**config.mk**
```make
export PLATFORM = sky130hd
export DESIGN_NAME = gp_port
export DESIGN_NICKNAME = d
export VERILOG_FILES = /design/src/design/gp_pkg.sv /design/src/design/gp_pin_if.sv /design/src/design/gp_sync.sv /design/src/design/gp_port.sv
export SDC_FILE = /design/constraint.sdc
export NUM_CORES = 1
export LEC_CHECK = 0
export ABC_AREA = 1
export BUFFER_PORTS_ARGS = -buffer_cell sky130_fd_sc_hd__buf_2
export CORE_MARGIN = 5
export CORE_UTILIZATION = 60
export CTS_CLUSTER_SIZE = 24
export DETAILED_ROUTE_END_ITERATION = 8
export PLACE_DENSITY_LB_ADDON = 0.15
export SKIP_LAST_GASP = 1
export SLEW_MARGIN = 10
export SYNTH_ARGS = -nofsm -noshare
export SYNTH_HDL_FRONTEND = slang
export SYNTH_HIERARCHICAL = 1
export SYNTH_SLANG_ARGS = --single-unit
```
**constraint.sdc**
```tcl
create_clock -name core_clk_in -period 6.4 [get_ports core_clk_in]
set_input_delay 0.96 -clock core_clk_in [delete_from_list [all_inputs] [get_ports core_clk_in]]
set_output_delay 0.96 -clock core_clk_in [all_outputs]
set_load 0.05 [all_outputs]
```
**src/design/gp_pkg.sv**
```systemverilog
// Constants shared by the eight-pin port and its input stage
package gp_pkg;
  localparam int GP_PINS = 8;
  localparam int GP_ADDR_W = 4;
  localparam int GP_DATA_W = 8;
  // Register addresses
  localparam logic [3:0] GP_OFF_DIR = 4'h0;
  localparam logic [3:0] GP_OFF_LEVEL = 4'h1;
  localparam logic [3:0] GP_OFF_IEN = 4'h2;
  localparam logic [3:0] GP_OFF_CTRL = 4'h3;
  localparam logic [3:0] GP_OFF_IST = 4'h4;
  localparam logic [3:0] GP_OFF_IMASK = 4'h5;
  // Control register fields
  localparam int GP_CTRL_LATCH = 0;
  localparam int GP_CTRL_MODEM = 1;
  localparam int GP_CTRL_SOFT_RESET_TRIGGER = 3;
  localparam logic [7:0] GP_CTRL_WMASK = 8'h03;
  // Interrupt status fields
  localparam int GP_IST_PIN = 0;
  localparam int GP_IST_MODEM = 1;
  localparam logic [1:0] GP_IST_RESET = 2'h0;
  // Pin roles in modem mode
  localparam int GP_RI_PIN = 7;
  localparam int GP_CD_PIN = 6;
  localparam int GP_DTR_PIN = 5;
  localparam int GP_DSR_PIN = 4;
  localparam logic [7:0] GP_ALL_MASK = 8'hFF;
  localparam logic [7:0] GP_LOW_MASK = 8'h0F;
  localparam logic [7:0] GP_MODEM_IN_MASK = 8'hD0;
  localparam logic [7:0] GP_ZERO = 8'h00;
endpackage

```
**src/design/gp_pin_if.sv**
```systemverilog
// Synchronised pin levels and change flags between the input stage and the port
interface gp_pin_if;
  logic [7:0] level;
  logic [7:0] change;
  modport src (output level, output change);
  modport dst (input level, input change);
endinterface

```
**src/design/gp_sync.sv**
```systemverilog
// Pin input synchroniser and change detector
module gp_sync import gp_pkg::*; #(
  parameter int PINS = GP_PINS
) (
  input wire logic core_clk_in,
  input wire logic reset_in,
  input wire logic clk_en_in,
  input wire logic [7:0] pin_in,
  gp_pin_if.src pins
);
  logic [7:0] meta;
  logic [7:0] stable;
  logic [7:0] prev;
  logic [7:0] next_meta;
  logic [7:0] next_stable;
  logic [7:0] next_prev;

  // Per pin: first stage feeds only the second, change compares stage two and three
  genvar g;
  generate
    for (g = 0; g < PINS; g++) begin : g_pin
      always_comb begin
        next_meta[g] = pin_in[g];
        next_stable[g] = meta[g];
        next_prev[g] = stable[g];
      end
      assign pins.level[g] = stable[g];
      assign pins.change[g] = stable[g] ^ prev[g];
    end
  endgenerate

  always_ff @(posedge core_clk_in or posedge reset_in) begin
    if (reset_in) begin
      meta <= GP_ZERO;
      stable <= GP_ZERO;
      prev <= GP_ZERO;
    end else if (clk_en_in) begin
      meta <= next_meta;
      stable <= next_stable;
      prev <= next_prev;
    end
  end
endmodule

```
**src/design/gp_port.sv**
```systemverilog
// Eight-pin general purpose port with modem pin sharing and change interrupts
//
// The register offsets and the plain strobed port were chosen for this implementation.

// What this block does
// One direction bit per pin; 0 input, 1 output.
// Writing direction clears any pending pin-change interrupt.
// Reading pin level returns all eight pin states, honouring latching.
// Written level drives only pins set as outputs.
// Per-pin enable lets an input change raise an interrupt.
// In modem mode enable bits 7..4 are ignored; modem enable governs.
// Writing control bit 3 resets the device, then reads back zero.
// Control bit 1 selects upper pins as GPIO or RI, CD, DTR, DSR.
// Unlatched: change interrupts; level read or pin reverting clears it.
// Latched: change captured and interrupt held until level is read.
// GPIO mode: modem status hidden, no modem interrupt, DTR ignores control.
// Modem mode: status visible, DTR follows control, changes raise interrupt.
// Modem mode: upper direction, level, enable bits do not touch modem pins.
// Changes found by synchronised compare; pin interrupt joins device interrupt.
module gp_port import gp_pkg::*; #(
  parameter int PINS = GP_PINS
) (
  input wire logic core_clk_in,
  input wire logic reset_in,
  input wire logic clk_en_in,
  input wire logic [3:0] addr_in,
  input wire logic [7:0] wdata_in,
  input wire logic wr_in,
  input wire logic rd_in,
  output logic [7:0] rdata_out,
  input wire logic [7:0] pin_in,
  output logic [7:0] pin_out,
  output logic [7:0] pin_oe_out,
  input wire logic modem_irq_en_in,
  input wire logic modem_dtr_ctrl_in,
  output logic [2:0] modem_status_out,
  output logic soft_reset_out,
  output logic irq_out
);
  gp_pin_if pins ();

  gp_sync #(.PINS(PINS)) u_sync (
    .core_clk_in(core_clk_in),
    .reset_in(reset_in),
    .clk_en_in(clk_en_in),
    .pin_in(pin_in),
    .pins(pins.src)
  );

  // Software visible configuration
  logic [7:0] dir;
  logic [7:0] next_dir;
  logic [7:0] drive;
  logic [7:0] next_drive;
  logic [7:0] ien;
  logic [7:0] next_ien;
  logic [7:0] ctrl;
  logic [7:0] next_ctrl;
  logic [1:0] imask;
  logic [1:0] next_imask;
  logic soft_reset_trigger;
  logic next_soft_reset_trigger;

  // Per pin interrupt state and the modem change flag
  logic [7:0] pend;
  logic [7:0] next_pend;
  logic [7:0] origin;
  logic [7:0] next_origin;
  logic [7:0] held;
  logic [7:0] next_held;
  logic [7:0] held_v;
  logic [7:0] next_held_v;
  logic modem_ist;
  logic next_modem_ist;

  // Next values of the registered outputs
  logic [7:0] next_rdata;
  logic [7:0] next_pin;
  logic [7:0] next_oe;
  logic [2:0] next_mstat;
  logic next_irq;

  // Decoded strobes and per pin terms
  logic [7:0] gmask;
  logic [7:0] armed;
  logic [7:0] ev;
  logic [7:0] revert;
  logic [7:0] cap;
  logic [7:0] clr;
  logic [7:0] view;
  logic modem_mode;
  logic latch;
  logic rd_level;
  logic wr_dir;
  logic wr_ist;
  logic clr_any;
  logic mev;

  // Shared decode of strobes, modes and pin events
  always_comb begin
    modem_mode = ctrl[GP_CTRL_MODEM];
    latch = ctrl[GP_CTRL_LATCH];
    // Modem mode hides the upper direction, drive and enable bits from the pins
    gmask = modem_mode ? GP_LOW_MASK : GP_ALL_MASK;
    armed = ~dir & ien & gmask;
    ev = pins.change & armed;
    rd_level = rd_in && (addr_in == GP_OFF_LEVEL);
    wr_dir = wr_in && (addr_in == GP_OFF_DIR);
    wr_ist = wr_in && (addr_in == GP_OFF_IST);
    // Pending clears on level read, direction write or W1C; a new event still wins
    clr_any = rd_level || wr_dir || (wr_ist && wdata_in[GP_IST_PIN]);
    clr = clr_any ? GP_ALL_MASK : GP_ZERO;
    revert = latch ? GP_ZERO : (pend & ~(pins.level ^ origin));
    cap = ev & {PINS{latch}} & (~held_v | clr);
    view = (held & held_v) | (pins.level & ~held_v);
    mev = modem_mode && modem_irq_en_in && |(pins.change & GP_MODEM_IN_MASK);
  end

  // Direction register
  always_comb begin
    next_dir = dir;
    if (wr_dir) begin
      next_dir = wdata_in;
    end
    if (soft_reset_trigger) begin
      next_dir = GP_ZERO;
    end
  end

  always_ff @(posedge core_clk_in or posedge reset_in) begin
    if (reset_in) begin
      dir <= GP_ZERO;
    end else if (clk_en_in) begin
      dir <= next_dir;
    end
  end

  // Output level register; only pins set as outputs ever show it
  always_comb begin
    next_drive = drive;
    if (wr_in && (addr_in == GP_OFF_LEVEL)) begin
      next_drive = wdata_in;
    end
    if (soft_reset_trigger) begin
      next_drive = GP_ZERO;
    end
  end

  always_ff @(posedge core_clk_in or posedge reset_in) begin
    if (reset_in) begin
      drive <= GP_ZERO;
    end else if (clk_en_in) begin
      drive <= next_drive;
    end
  end

  // Pin change interrupt enable register
  always_comb begin
    next_ien = ien;
    if (wr_in && (addr_in == GP_OFF_IEN)) begin
      next_ien = wdata_in;
    end
    if (soft_reset_trigger) begin
      next_ien = GP_ZERO;
    end
  end

  always_ff @(posedge core_clk_in or posedge reset_in) begin
    if (reset_in) begin
      ien <= GP_ZERO;
    end else if (clk_en_in) begin
      ien <= next_ien;
    end
  end

  // Interrupt mask register
  always_comb begin
    next_imask = imask;
    if (wr_in && (addr_in == GP_OFF_IMASK)) begin
      next_imask = wdata_in[1:0];
    end
    if (soft_reset_trigger) begin
      next_imask = GP_IST_RESET;
    end
  end

  always_ff @(posedge core_clk_in or posedge reset_in) begin
    if (reset_in) begin
      imask <= GP_IST_RESET;
    end else if (clk_en_in) begin
      imask <= next_imask;
    end
  end

  // Control register; the reset bit is a one-cycle pulse, never stored
  always_comb begin
    next_ctrl = ctrl;
    next_soft_reset_trigger = 1'b0;
    if (wr_in && (addr_in == GP_OFF_CTRL)) begin
      next_ctrl = wdata_in & GP_CTRL_WMASK;
      next_soft_reset_trigger = wdata_in[GP_CTRL_SOFT_RESET_TRIGGER];
    end
    if (soft_reset_trigger) begin
      next_ctrl = GP_ZERO;
    end
  end

  always_ff @(posedge core_clk_in or posedge reset_in) begin
    if (reset_in) begin
      ctrl <= GP_ZERO;
      soft_reset_trigger <= 1'b0;
    end else if (clk_en_in) begin
      ctrl <= next_ctrl;
      soft_reset_trigger <= next_soft_reset_trigger;
    end
  end

  // Per pin pending, origin and latched capture; a new event beats any clear but soft reset
  genvar g;
  generate
    for (g = 0; g < PINS; g++) begin : g_pend
      always_comb begin
        next_pend[g] = (pend[g] & ~clr[g] & ~revert[g]) | ev[g];
        next_origin[g] = origin[g];
        if (ev[g] && !pend[g]) begin
          next_origin[g] = ~pins.level[g];
        end
        next_held[g] = cap[g] ? pins.level[g] : held[g];
        next_held_v[g] = (held_v[g] & ~clr[g]) | cap[g];
        if (soft_reset_trigger) begin
          next_pend[g] = 1'b0;
          next_held_v[g] = 1'b0;
        end
      end
    end
  endgenerate

  always_ff @(posedge core_clk_in or posedge reset_in) begin
    if (reset_in) begin
      pend <= GP_ZERO;
      origin <= GP_ZERO;
      held <= GP_ZERO;
      held_v <= GP_ZERO;
    end else if (clk_en_in) begin
      pend <= next_pend;
      origin <= next_origin;
      held <= next_held;
      held_v <= next_held_v;
    end
  end

  // Sticky modem change flag; a change in the clearing cycle keeps it set
  always_comb begin
    next_modem_ist = modem_ist;
    if (wr_ist && wdata_in[GP_IST_MODEM]) begin
      next_modem_ist = 1'b0;
    end
    if (mev) begin
      next_modem_ist = 1'b1;
    end
    if (soft_reset_trigger) begin
      next_modem_ist = 1'b0;
    end
  end

  always_ff @(posedge core_clk_in or posedge reset_in) begin
    if (reset_in) begin
      modem_ist <= 1'b0;
    end else if (clk_en_in) begin
      modem_ist <= next_modem_ist;
    end
  end

  // Read data stands for one cycle only and is zero otherwise
  always_comb begin
    next_rdata = GP_ZERO;
    if (rd_in) begin
      case (addr_in)
        GP_OFF_DIR: next_rdata = dir;
        GP_OFF_LEVEL: next_rdata = view;
        GP_OFF_IEN: next_rdata = ien;
        GP_OFF_CTRL: next_rdata = ctrl | {4'h0, soft_reset_trigger, 3'h0};
        GP_OFF_IST: next_rdata = {6'h00, modem_ist, |pend};
        GP_OFF_IMASK: next_rdata = {6'h00, imask};
        default: next_rdata = GP_ZERO;
      endcase
    end
  end

  always_ff @(posedge core_clk_in or posedge reset_in) begin
    if (reset_in) begin
      rdata_out <= GP_ZERO;
    end else if (clk_en_in) begin
      rdata_out <= next_rdata;
    end
  end

  // Outputs drive only where direction says so; DTR taken over in modem mode
  always_comb begin
    next_oe = dir & gmask;
    next_pin = drive & gmask;
    if (modem_mode) begin
      next_oe[GP_DTR_PIN] = 1'b1;
      next_pin[GP_DTR_PIN] = ~modem_dtr_ctrl_in;
    end
    // Modem pins are active low; report asserted as one
    next_mstat = modem_mode ? {~pins.level[GP_RI_PIN], ~pins.level[GP_CD_PIN],
                               ~pins.level[GP_DSR_PIN]} : 3'h0;
    if (soft_reset_trigger) begin
      next_oe = GP_ZERO;
      next_pin = GP_ZERO;
      next_mstat = 3'h0;
    end
  end

  always_ff @(posedge core_clk_in or posedge reset_in) begin
    if (reset_in) begin
      pin_out <= GP_ZERO;
      pin_oe_out <= GP_ZERO;
      modem_status_out <= 3'h0;
    end else if (clk_en_in) begin
      pin_out <= next_pin;
      pin_oe_out <= next_oe;
      modem_status_out <= next_mstat;
    end
  end

  // Interrupt is taken from next values so it rises with the status bit
  always_comb begin
    next_irq = |({next_modem_ist, |next_pend} & next_imask);
    if (soft_reset_trigger) begin
      next_irq = 1'b0;
    end
  end

  always_ff @(posedge core_clk_in or posedge reset_in) begin
    if (reset_in) begin
      soft_reset_out <= 1'b0;
      irq_out <= 1'b0;
    end else if (clk_en_in) begin
      soft_reset_out <= next_soft_reset_trigger;
      irq_out <= next_irq;
    end
  end
endmodule

```
==> results of run 1 <==
[worst max-delay path, stage by stage]
cell and delay [ns]:
buf_2 0.09, inv_1 0.35, buf_4 0.41, a21oi_1 0.87
o21ai_0 0.28
[layout make-up]
| cell class | instances | area (sq um) |
|---|---|---|
| repair buffers | 59 | 305 |
| clock inverters | 12 | 159 |
| clock buffers | 19 | 432 |
| well taps | 111 | 139 |
| multi-input cells | 461 | 2160 |
| flip-flops and latches | 114 | 2850 |
| fillers | 754 | 2700 |
| inverters | 96 | 369 |
[per-layer routing]
metal	wire length (um)	vias to the layer above	global-route usage (%)
met5	0	-	0
met4	303	0	9.16
met3	909	30	4.80
met2	6960	188	45.0
met1	6060	2366	34.7
li1	-	2358	-
[cell usage after synthesis, drive strengths merged, types with 6 or more instances]
cell type,count
nand4,6
a31oi,11
o211ai,6
o21ai,77
nor2,30
clkbuf,10
nand2,244
nand3,27
inv,96
nor3,12
a32o,7
a21oi,19
buf,15
dfrtp,114
[flip-flops by register name, indices dropped and copies added, names as in the netlist]
name               flops
u_sync/prev            8
dir                    8
drive                  8
held                   8
ctrl                   2
irq_out                1
pin_out                8
rdata_out              8
imask                  2
u_sync/meta            8
origin                 8
u_sync/pins.level      8
modem_ist              1
soft_reset_out         1
held_v                 8
modem_status_out       3
pin_oe_out             8
pend                   8
ien                    8
[cells by family after synthesis]
kind of cell / synth area share (%)
flops: 51.5
simple gates: 24.4
compound gates: 14.3
buf+inv: 9.53
mux: 0.203
[metrics by stage]
step	worst slack (ns)	utilization (%)	area, sq um
after global placement	3.37	63.9	5820
after global routing	3.55	70.4	6410
after detailed placement	3.30	63.9	5820
after CTS	3.76	70.4	6410
after floorplan	3.10	-	5540
final	3.75	70.4	6410
[layout by cell type (no fill, tap or decap), types with 3 or more instances in the layout]
| cell type | synthesis | final |
|---|---|---|
| nand2_1 | 233 | 233 |
| dfrtp_1 | 114 | 114 |
| inv_1 | 93 | 92 |
| o21ai_0 | 77 | 77 |
| buf_2 | 4 | 55 |
| nor2_1 | 30 | 30 |
| nand3_1 | 27 | 27 |
| a21oi_1 | 18 | 18 |
| clkbuf_16 | 0 | 16 |
| nor3_1 | 12 | 12 |
| nand2_2 | 11 | 11 |
| a31oi_1 | 10 | 10 |
| a32o_1 | 7 | 7 |
| nand4_1 | 6 | 6 |
| o211ai_1 | 6 | 6 |
| nand3b_1 | 5 | 5 |
| o221ai_1 | 5 | 5 |
| o22ai_1 | 4 | 4 |
| clkinv_4 | 0 | 4 |
| buf_4 | 2 | 4 |
| clkinv_2 | 0 | 3 |
| a22o_1 | 3 | 3 |
| bufinv_16 | 0 | 3 |
[final timing paths]
| check | end | slack [ns] | cells after the start |
|---|---|---|---|
| worst max-delay path | dir[2] | 3.75 | 5 |
| worst min-delay path | origin[5] | 0.46 | 2 |
| worst max register to register | dir[2] | 3.92 | 3 |
| worst min register to register | u_sync/meta[5] | 0.47 | 2 |
| max in group asynchronous | ien[2] | 4.79 | 3 |
| min in group core_clk_in | u_sync/meta[5] | 0.47 | 2 |
[power groups by stage]
stage / Sequential (mW) / Combinational, mW / Clock, mW
after CTS: 1.01 / 0.598 / 0.948
after detailed placement: 1.02 / 0.589 / 0
after global routing: 1.04 / 0.673 / 0.984
after floorplan: 1.09 / 0.354 / 0
after global placement: 1.01 / 0.572 / 0
final: 1.02 / 0.597 / 0.944
==> flow_metrics.py, run 1 <==
metrics = {
    "floorplanning": {
        "core_sq_um": 9110,
        "initial_utilization_pct": 60.8,
        "chipWidth_um": 106,
        "die_area_sq_um": 11300,
        "die_h_um": 106,
        "ioPinCount": 56,
        "row_count": 35,
    },
    "final_layout": {
        "diodes": 0,
        "drive_above_1_share_pct": 14.2,
        "final_nets": 776,
        "area_growth_pct": 15.8,
        "finalNonFillerCells": 872,
    },
    "logic_synthesis": {
        "synth_nets": 723,
        "synth.distinct_cells": 32,
        "ys_seq_area_share_pct": 51.5,
        "synth.avg_cell_area_sq_um": 7.96,
        "synthFlopType": "dfrtp_1",
        "async_flop_share_pct": 100,
        "yosysWarnings": 6,
        "synthTopCellsByArea": "dfrtp_1 52%, nand2_1 16%, o21ai_0 7.0%, inv_1 6.3%, nand3_1 2.4%",
        "synth_area_leader_cell": "dfrtp_1",
        "synth_top_area_share_pct": 51.5,
        "synth_edf_count": 0,
        "synth-seq-cells": 114,
        "netlist_instances": 696,
        "synthesis.area_sq_um": 5540,
    },
    "clock_tree": {
        "cts_resized": 0,
        "cts_buffer_depth": 2,
        "cts.sinks": 114,
        "cts_tree": "yes",
        "cts_hold_buf": 0,
        "cts.htree.levels": 4,
        "numCtsBuffers": 17,
        "clk_latency_ns": 0.52,
        "cts.clk_slew.worst_paths_ns": 0.06,
        "root_buffer": "clkbuf_8",
        "post-cts-setup-buffers": 0,
    },
    "worst_hold_path": {
        "hold_class": "input pin to asynchronous set/reset pin",
    },
    "power": {
        "p_clk_share_pct": 36.9,
        "power_frac_seq_pct": 39.7,
        "vdd_drop_max_v": 0.000218,
        "finalPower_mw": 2.56,
        "powerDensity_nw_per_um2": 399,
        "power_leakage_nw": 3.31,
        "power_switching_uw": 877,
        "netSwitchingFraction_pct": 34.3,
        "p_int_mw": 1.68,
        "p_comb_share_pct": 23.3,
    },
    "routing": {
        "ant_nets": 0,
        "avgViaCountPerCell": 5.67,
        "detail_route.drc_violations": 0,
        "wirelength_mm": 14.2,
        "wl_per_cell_um": 16.3,
        "vias": 4942,
        "drt_first_pass_iters": 5,
        "drtIter0Drc": 350,
    },
    "global_routing": {
        "antenna_found_initial": 0,
        "grt_pass1_wl_mm": 23.5,
        "grt_pass1_vias": 4722,
        "grt_overflow": 0,
        "grt_max_degree": 65,
        "grtUsageTotal_pct": 26.6,
    },
    "sta": {
        "fin_crit_sh_pct": 41.4,
        "slew_headroom_pct": 27.3,
        "hold_viol": 0,
        "fmax_mhz": 378,
        "setup_tns_ns": 0,
        "rsz0062_at_grt": "false",
        "hold-worst-slack_ns": 0.459,
        "tightest_slew_ns": 1.09,
        "finalClockSkew_ns": 0.00995,
        "drv_slew": 0,
        "min_period_ns": 2.65,
        "finalSetupViolCount": 0,
    },
    "critical_path": {
        "critPathLaunch": "clk_en_in",
        "cp.arrival_ns": 2.98,
        "critical_path_class": "input pin to register",
        "path_max_fanout": 32,
        "rr_startpoint": "soft_reset_out",
        "crit_path_start_kind": "input pin",
        "crit_path_end_kind": "register",
        "cp.required_ns": 6.73,
    },
    "placement": {
        "dp_hpwl_mm": 9.66,
        "gp_congestion": 0.907,
        "portBuffers": 55,
        "placedCellCount": 841,
    },
    "run": {
        "drv_cap": 0,
    },
    "run_status": {
        "outcome": "complete, no violations",
    },
}
Power figures use the tool's default switching activity.
==> inputs of run 2 (changes only) <==
--- a/config.mk
+++ b/config.mk
@@ -8,7 +8,7 @@
 export ABC_AREA = 1
 export BUFFER_PORTS_ARGS = -buffer_cell sky130_fd_sc_hd__buf_2
 export CORE_MARGIN = 5
-export CORE_UTILIZATION = 60
+export CORE_UTILIZATION = 59
 export CTS_CLUSTER_SIZE = 24
 export DETAILED_ROUTE_END_ITERATION = 8
 export PLACE_DENSITY_LB_ADDON = 0.15
==> constraint.sdc (replaced) <==
create_clock -name core_clk_in -period 2.55 [get_ports core_clk_in]
set_input_delay 0.3825 -clock core_clk_in [delete_from_list [all_inputs] [get_ports core_clk_in]]
set_output_delay 0.3825 -clock core_clk_in [all_outputs]
set_load 0.05 [all_outputs]
==> run 2 against run 1 <==
  * First-iteration DRC count is 4.3% higher
  * Wire length is 1.4% higher
  * Worst hold slack worse by 0.40 ns
  * Critical path depth is 4 lower
  * Cell count is 1.1% higher
  * Sequential power grew to 2.5 times the previous value
  * Via count is 1.2% higher
  * Sequential share of layout area is 0.84 points lower
  * Largest power group unchanged
==> flow_metrics.py, run 2 (synthesized netlist as in run 1, its figures left out) <==
metrics = {
    "floorplanning": {
        "die_h_um": 107,
        "row_count": 35,
        "core_sq_um": 9200,
        "initial_utilization_pct": 60.2,
        "ioPinCount": 56,
        "die_area_sq_um": 11400,
        "chipWidth_um": 107,
    },
    "critical_path": {
        "cp_num_buf_inv": 1,
        "r2r-end": "dir[4]",
        "rrSetupSlack_ns": 0.67,
        "max_stage_delay_ns": 0.68,
        "path_cells": "buf_2",
        "crit_path_end_kind": "output pin",
        "crit_path_start_kind": "register",
        "ff2ff_path_depth": 5,
        "cp.required_ns": 2.17,
        "path_delay_family": "flip-flops",
        "rr_startpoint": "soft_reset_out",
        "cp.arrival_ns": 1.57,
        "critical_path_class": "register to output pin",
        "critPathSlowestCell": "dfrtp_1",
        "path_max_fanout": 13,
    },
    "clock_tree": {
        "cts_tree": "yes",
        "cts_buffer_depth": 2,
        "root_buffer": "clkbuf_8",
        "cts.sinks": 114,
        "clk_latency_ns": 0.52,
        "cts.htree.levels": 4,
        "numCtsBuffers": 17,
        "cts_resized": 0,
        "cts.clk_slew.worst_paths_ns": 0.06,
    },
    "power": {
        "powerDensity_nw_per_um2": 1000,
        "p_comb_share_pct": 23.2,
        "p_int_mw": 4.33,
        "power_switching_mw": 2.20,
        "p_clk_share_pct": 37.7,
        "power_leakage_nw": 3.38,
        "netSwitchingFraction_pct": 33.7,
        "vdd_drop_max_v": 0.000525,
        "power_frac_seq_pct": 39.0,
    },
    "worst_hold_path": {
        "hold_class": "input pin to register",
        "hold_depth": 3,
        "worstHoldStart": "pin_in[2]",
        "worstHoldEndpoint": "u_sync/meta[2]",
    },
    "sta": {
        "finalSetupViolCount": 0,
        "setup_tns_ns": 0,
        "min_period_ns": 1.95,
        "slew_headroom_pct": 39.0,
        "fin_crit_sh_pct": 76.5,
        "tightest_slew_ns": 0.914,
        "finalClockSkew_ns": 0.00574,
        "hold_viol": 0,
        "drv_slew": 0,
        "rsz0062_at_grt": "false",
        "hold-worst-slack_ns": 0.0626,
        "fmax_mhz": 512,
    },
    "routing": {
        "wirelength_mm": 14.4,
        "avgViaCountPerCell": 5.67,
        "vias": 5003,
        "ant_nets": 0,
        "detail_route.drc_violations": 0,
        "wl_per_cell_um": 16.4,
        "drt_first_pass_iters": 7,
        "drtIter0Drc": 365,
    },
    "placement": {
        "place_area_sq_um": 5910,
        "portBuffers": 55,
        "dp_hpwl_mm": 9.86,
        "gp_congestion": 0.884,
    },
    "run": {
        "drv_cap": 0,
    },
    "final_layout": {
        "postLayoutCellArea_sq_um": 6540,
        "final_cell_mix": "233 x nand2_1, 114 x dfrtp_1, 92 x inv_1",
        "diodes": 0,
        "utilization_pct": 71.1,
        "fillers": 733,
        "final_common_cell": "nand2_1",
        "area_growth_pct": 18.1,
        "final_nets": 785,
        "drive_above_1_share_pct": 15.2,
    },
    "global_routing": {
        "grt.met3_usage_pct": 6.26,
        "grt_overflow": 0,
        "grtUsageTotal_pct": 27.2,
        "grt_pass1_vias": 4952,
        "antenna_found_initial": 0,
        "grt_max_degree": 44,
        "met2_usage_pct": 45.6,
        "busiest_layer": "met2",
        "grt.met1_usage_pct": 35.1,
        "grt_pass1_wl_mm": 24.3,
    },
    "run_status": {
        "outcome": "complete, no violations",
    },
}
## run 2: cell types whose count changed in the layout (fill, tap and decap cells not counted), sizes merged
cell	previous run	this run
clkinvlp	2	3
dlygate4sd3	0	1
bufinv	3	4
buf	59	67
inv	96	95
## run 2: worst max path at each step
stage                     slack, ns           start  cells past startpoint             end
after global placement         0.53      addr_in[2]                     12         irq_out
after global routing           0.51         ctrl[0]                     11         irq_out
after CTS                      0.59  soft_reset_out                      1  soft_reset_out
after floorplan                0.90  soft_reset_out                      4          ien[0]
final                          0.60  soft_reset_out                      1  soft_reset_out
after detailed placement       0.48      addr_in[1]                     11         irq_out
## run 2: per-layer routing
| metal | vias up | share of wire [%] |
|---|---|---|
| li1 | 2379 | - |
| met1 | 2386 | 41 |
| met2 | 208 | 50 |
| met3 | 30 | 7.1 |
| met4 | 0 | 2.0 |
| met5 | - | 0 |
## run 2: power groups by stage
stage          Combinational [mW]  Clock [mW]  Sequential (mW)
2_1_floorplan               0.889           0             2.74
3_3_place_gp                 1.44           0             2.54
3_5_place_dp                 1.50           0             2.56
4_1_cts                      1.52        2.48             2.54
5_1_grt                      1.70        2.57             2.60
6_report                     1.52        2.47             2.55
## run 2: what timing repair did
item                                   in CTS  in global routing
hold buffers                                1                  0
endpoints found under the hold margin      15                  0
setup buffers                               0                  0
## run 2: layout make-up
class	count	area [sq um]	share of cell area, %
multi-input combinational	461	2160	33.0
clock buffer	19	432	6.60
timing repair buffer	68	400	6.12
clock inverter	13	185	2.83
tap	111	139	2.12
sequential	114	2850	43.6
inverter	96	372	5.68
## run 2: through the flow
| stage | instances | power [mW] | setup slack, ns |
|---|---|---|---|
| after detailed placement | 849 | 4.06 | 0.477 |
| after floorplan | 696 | 3.63 | 0.896 |
| after CTS | 882 | 6.54 | 0.592 |
| after global placement | 849 | 3.99 | 0.532 |
| after global routing | 882 | 6.88 | 0.513 |
| final | 882 | 6.53 | 0.599 |
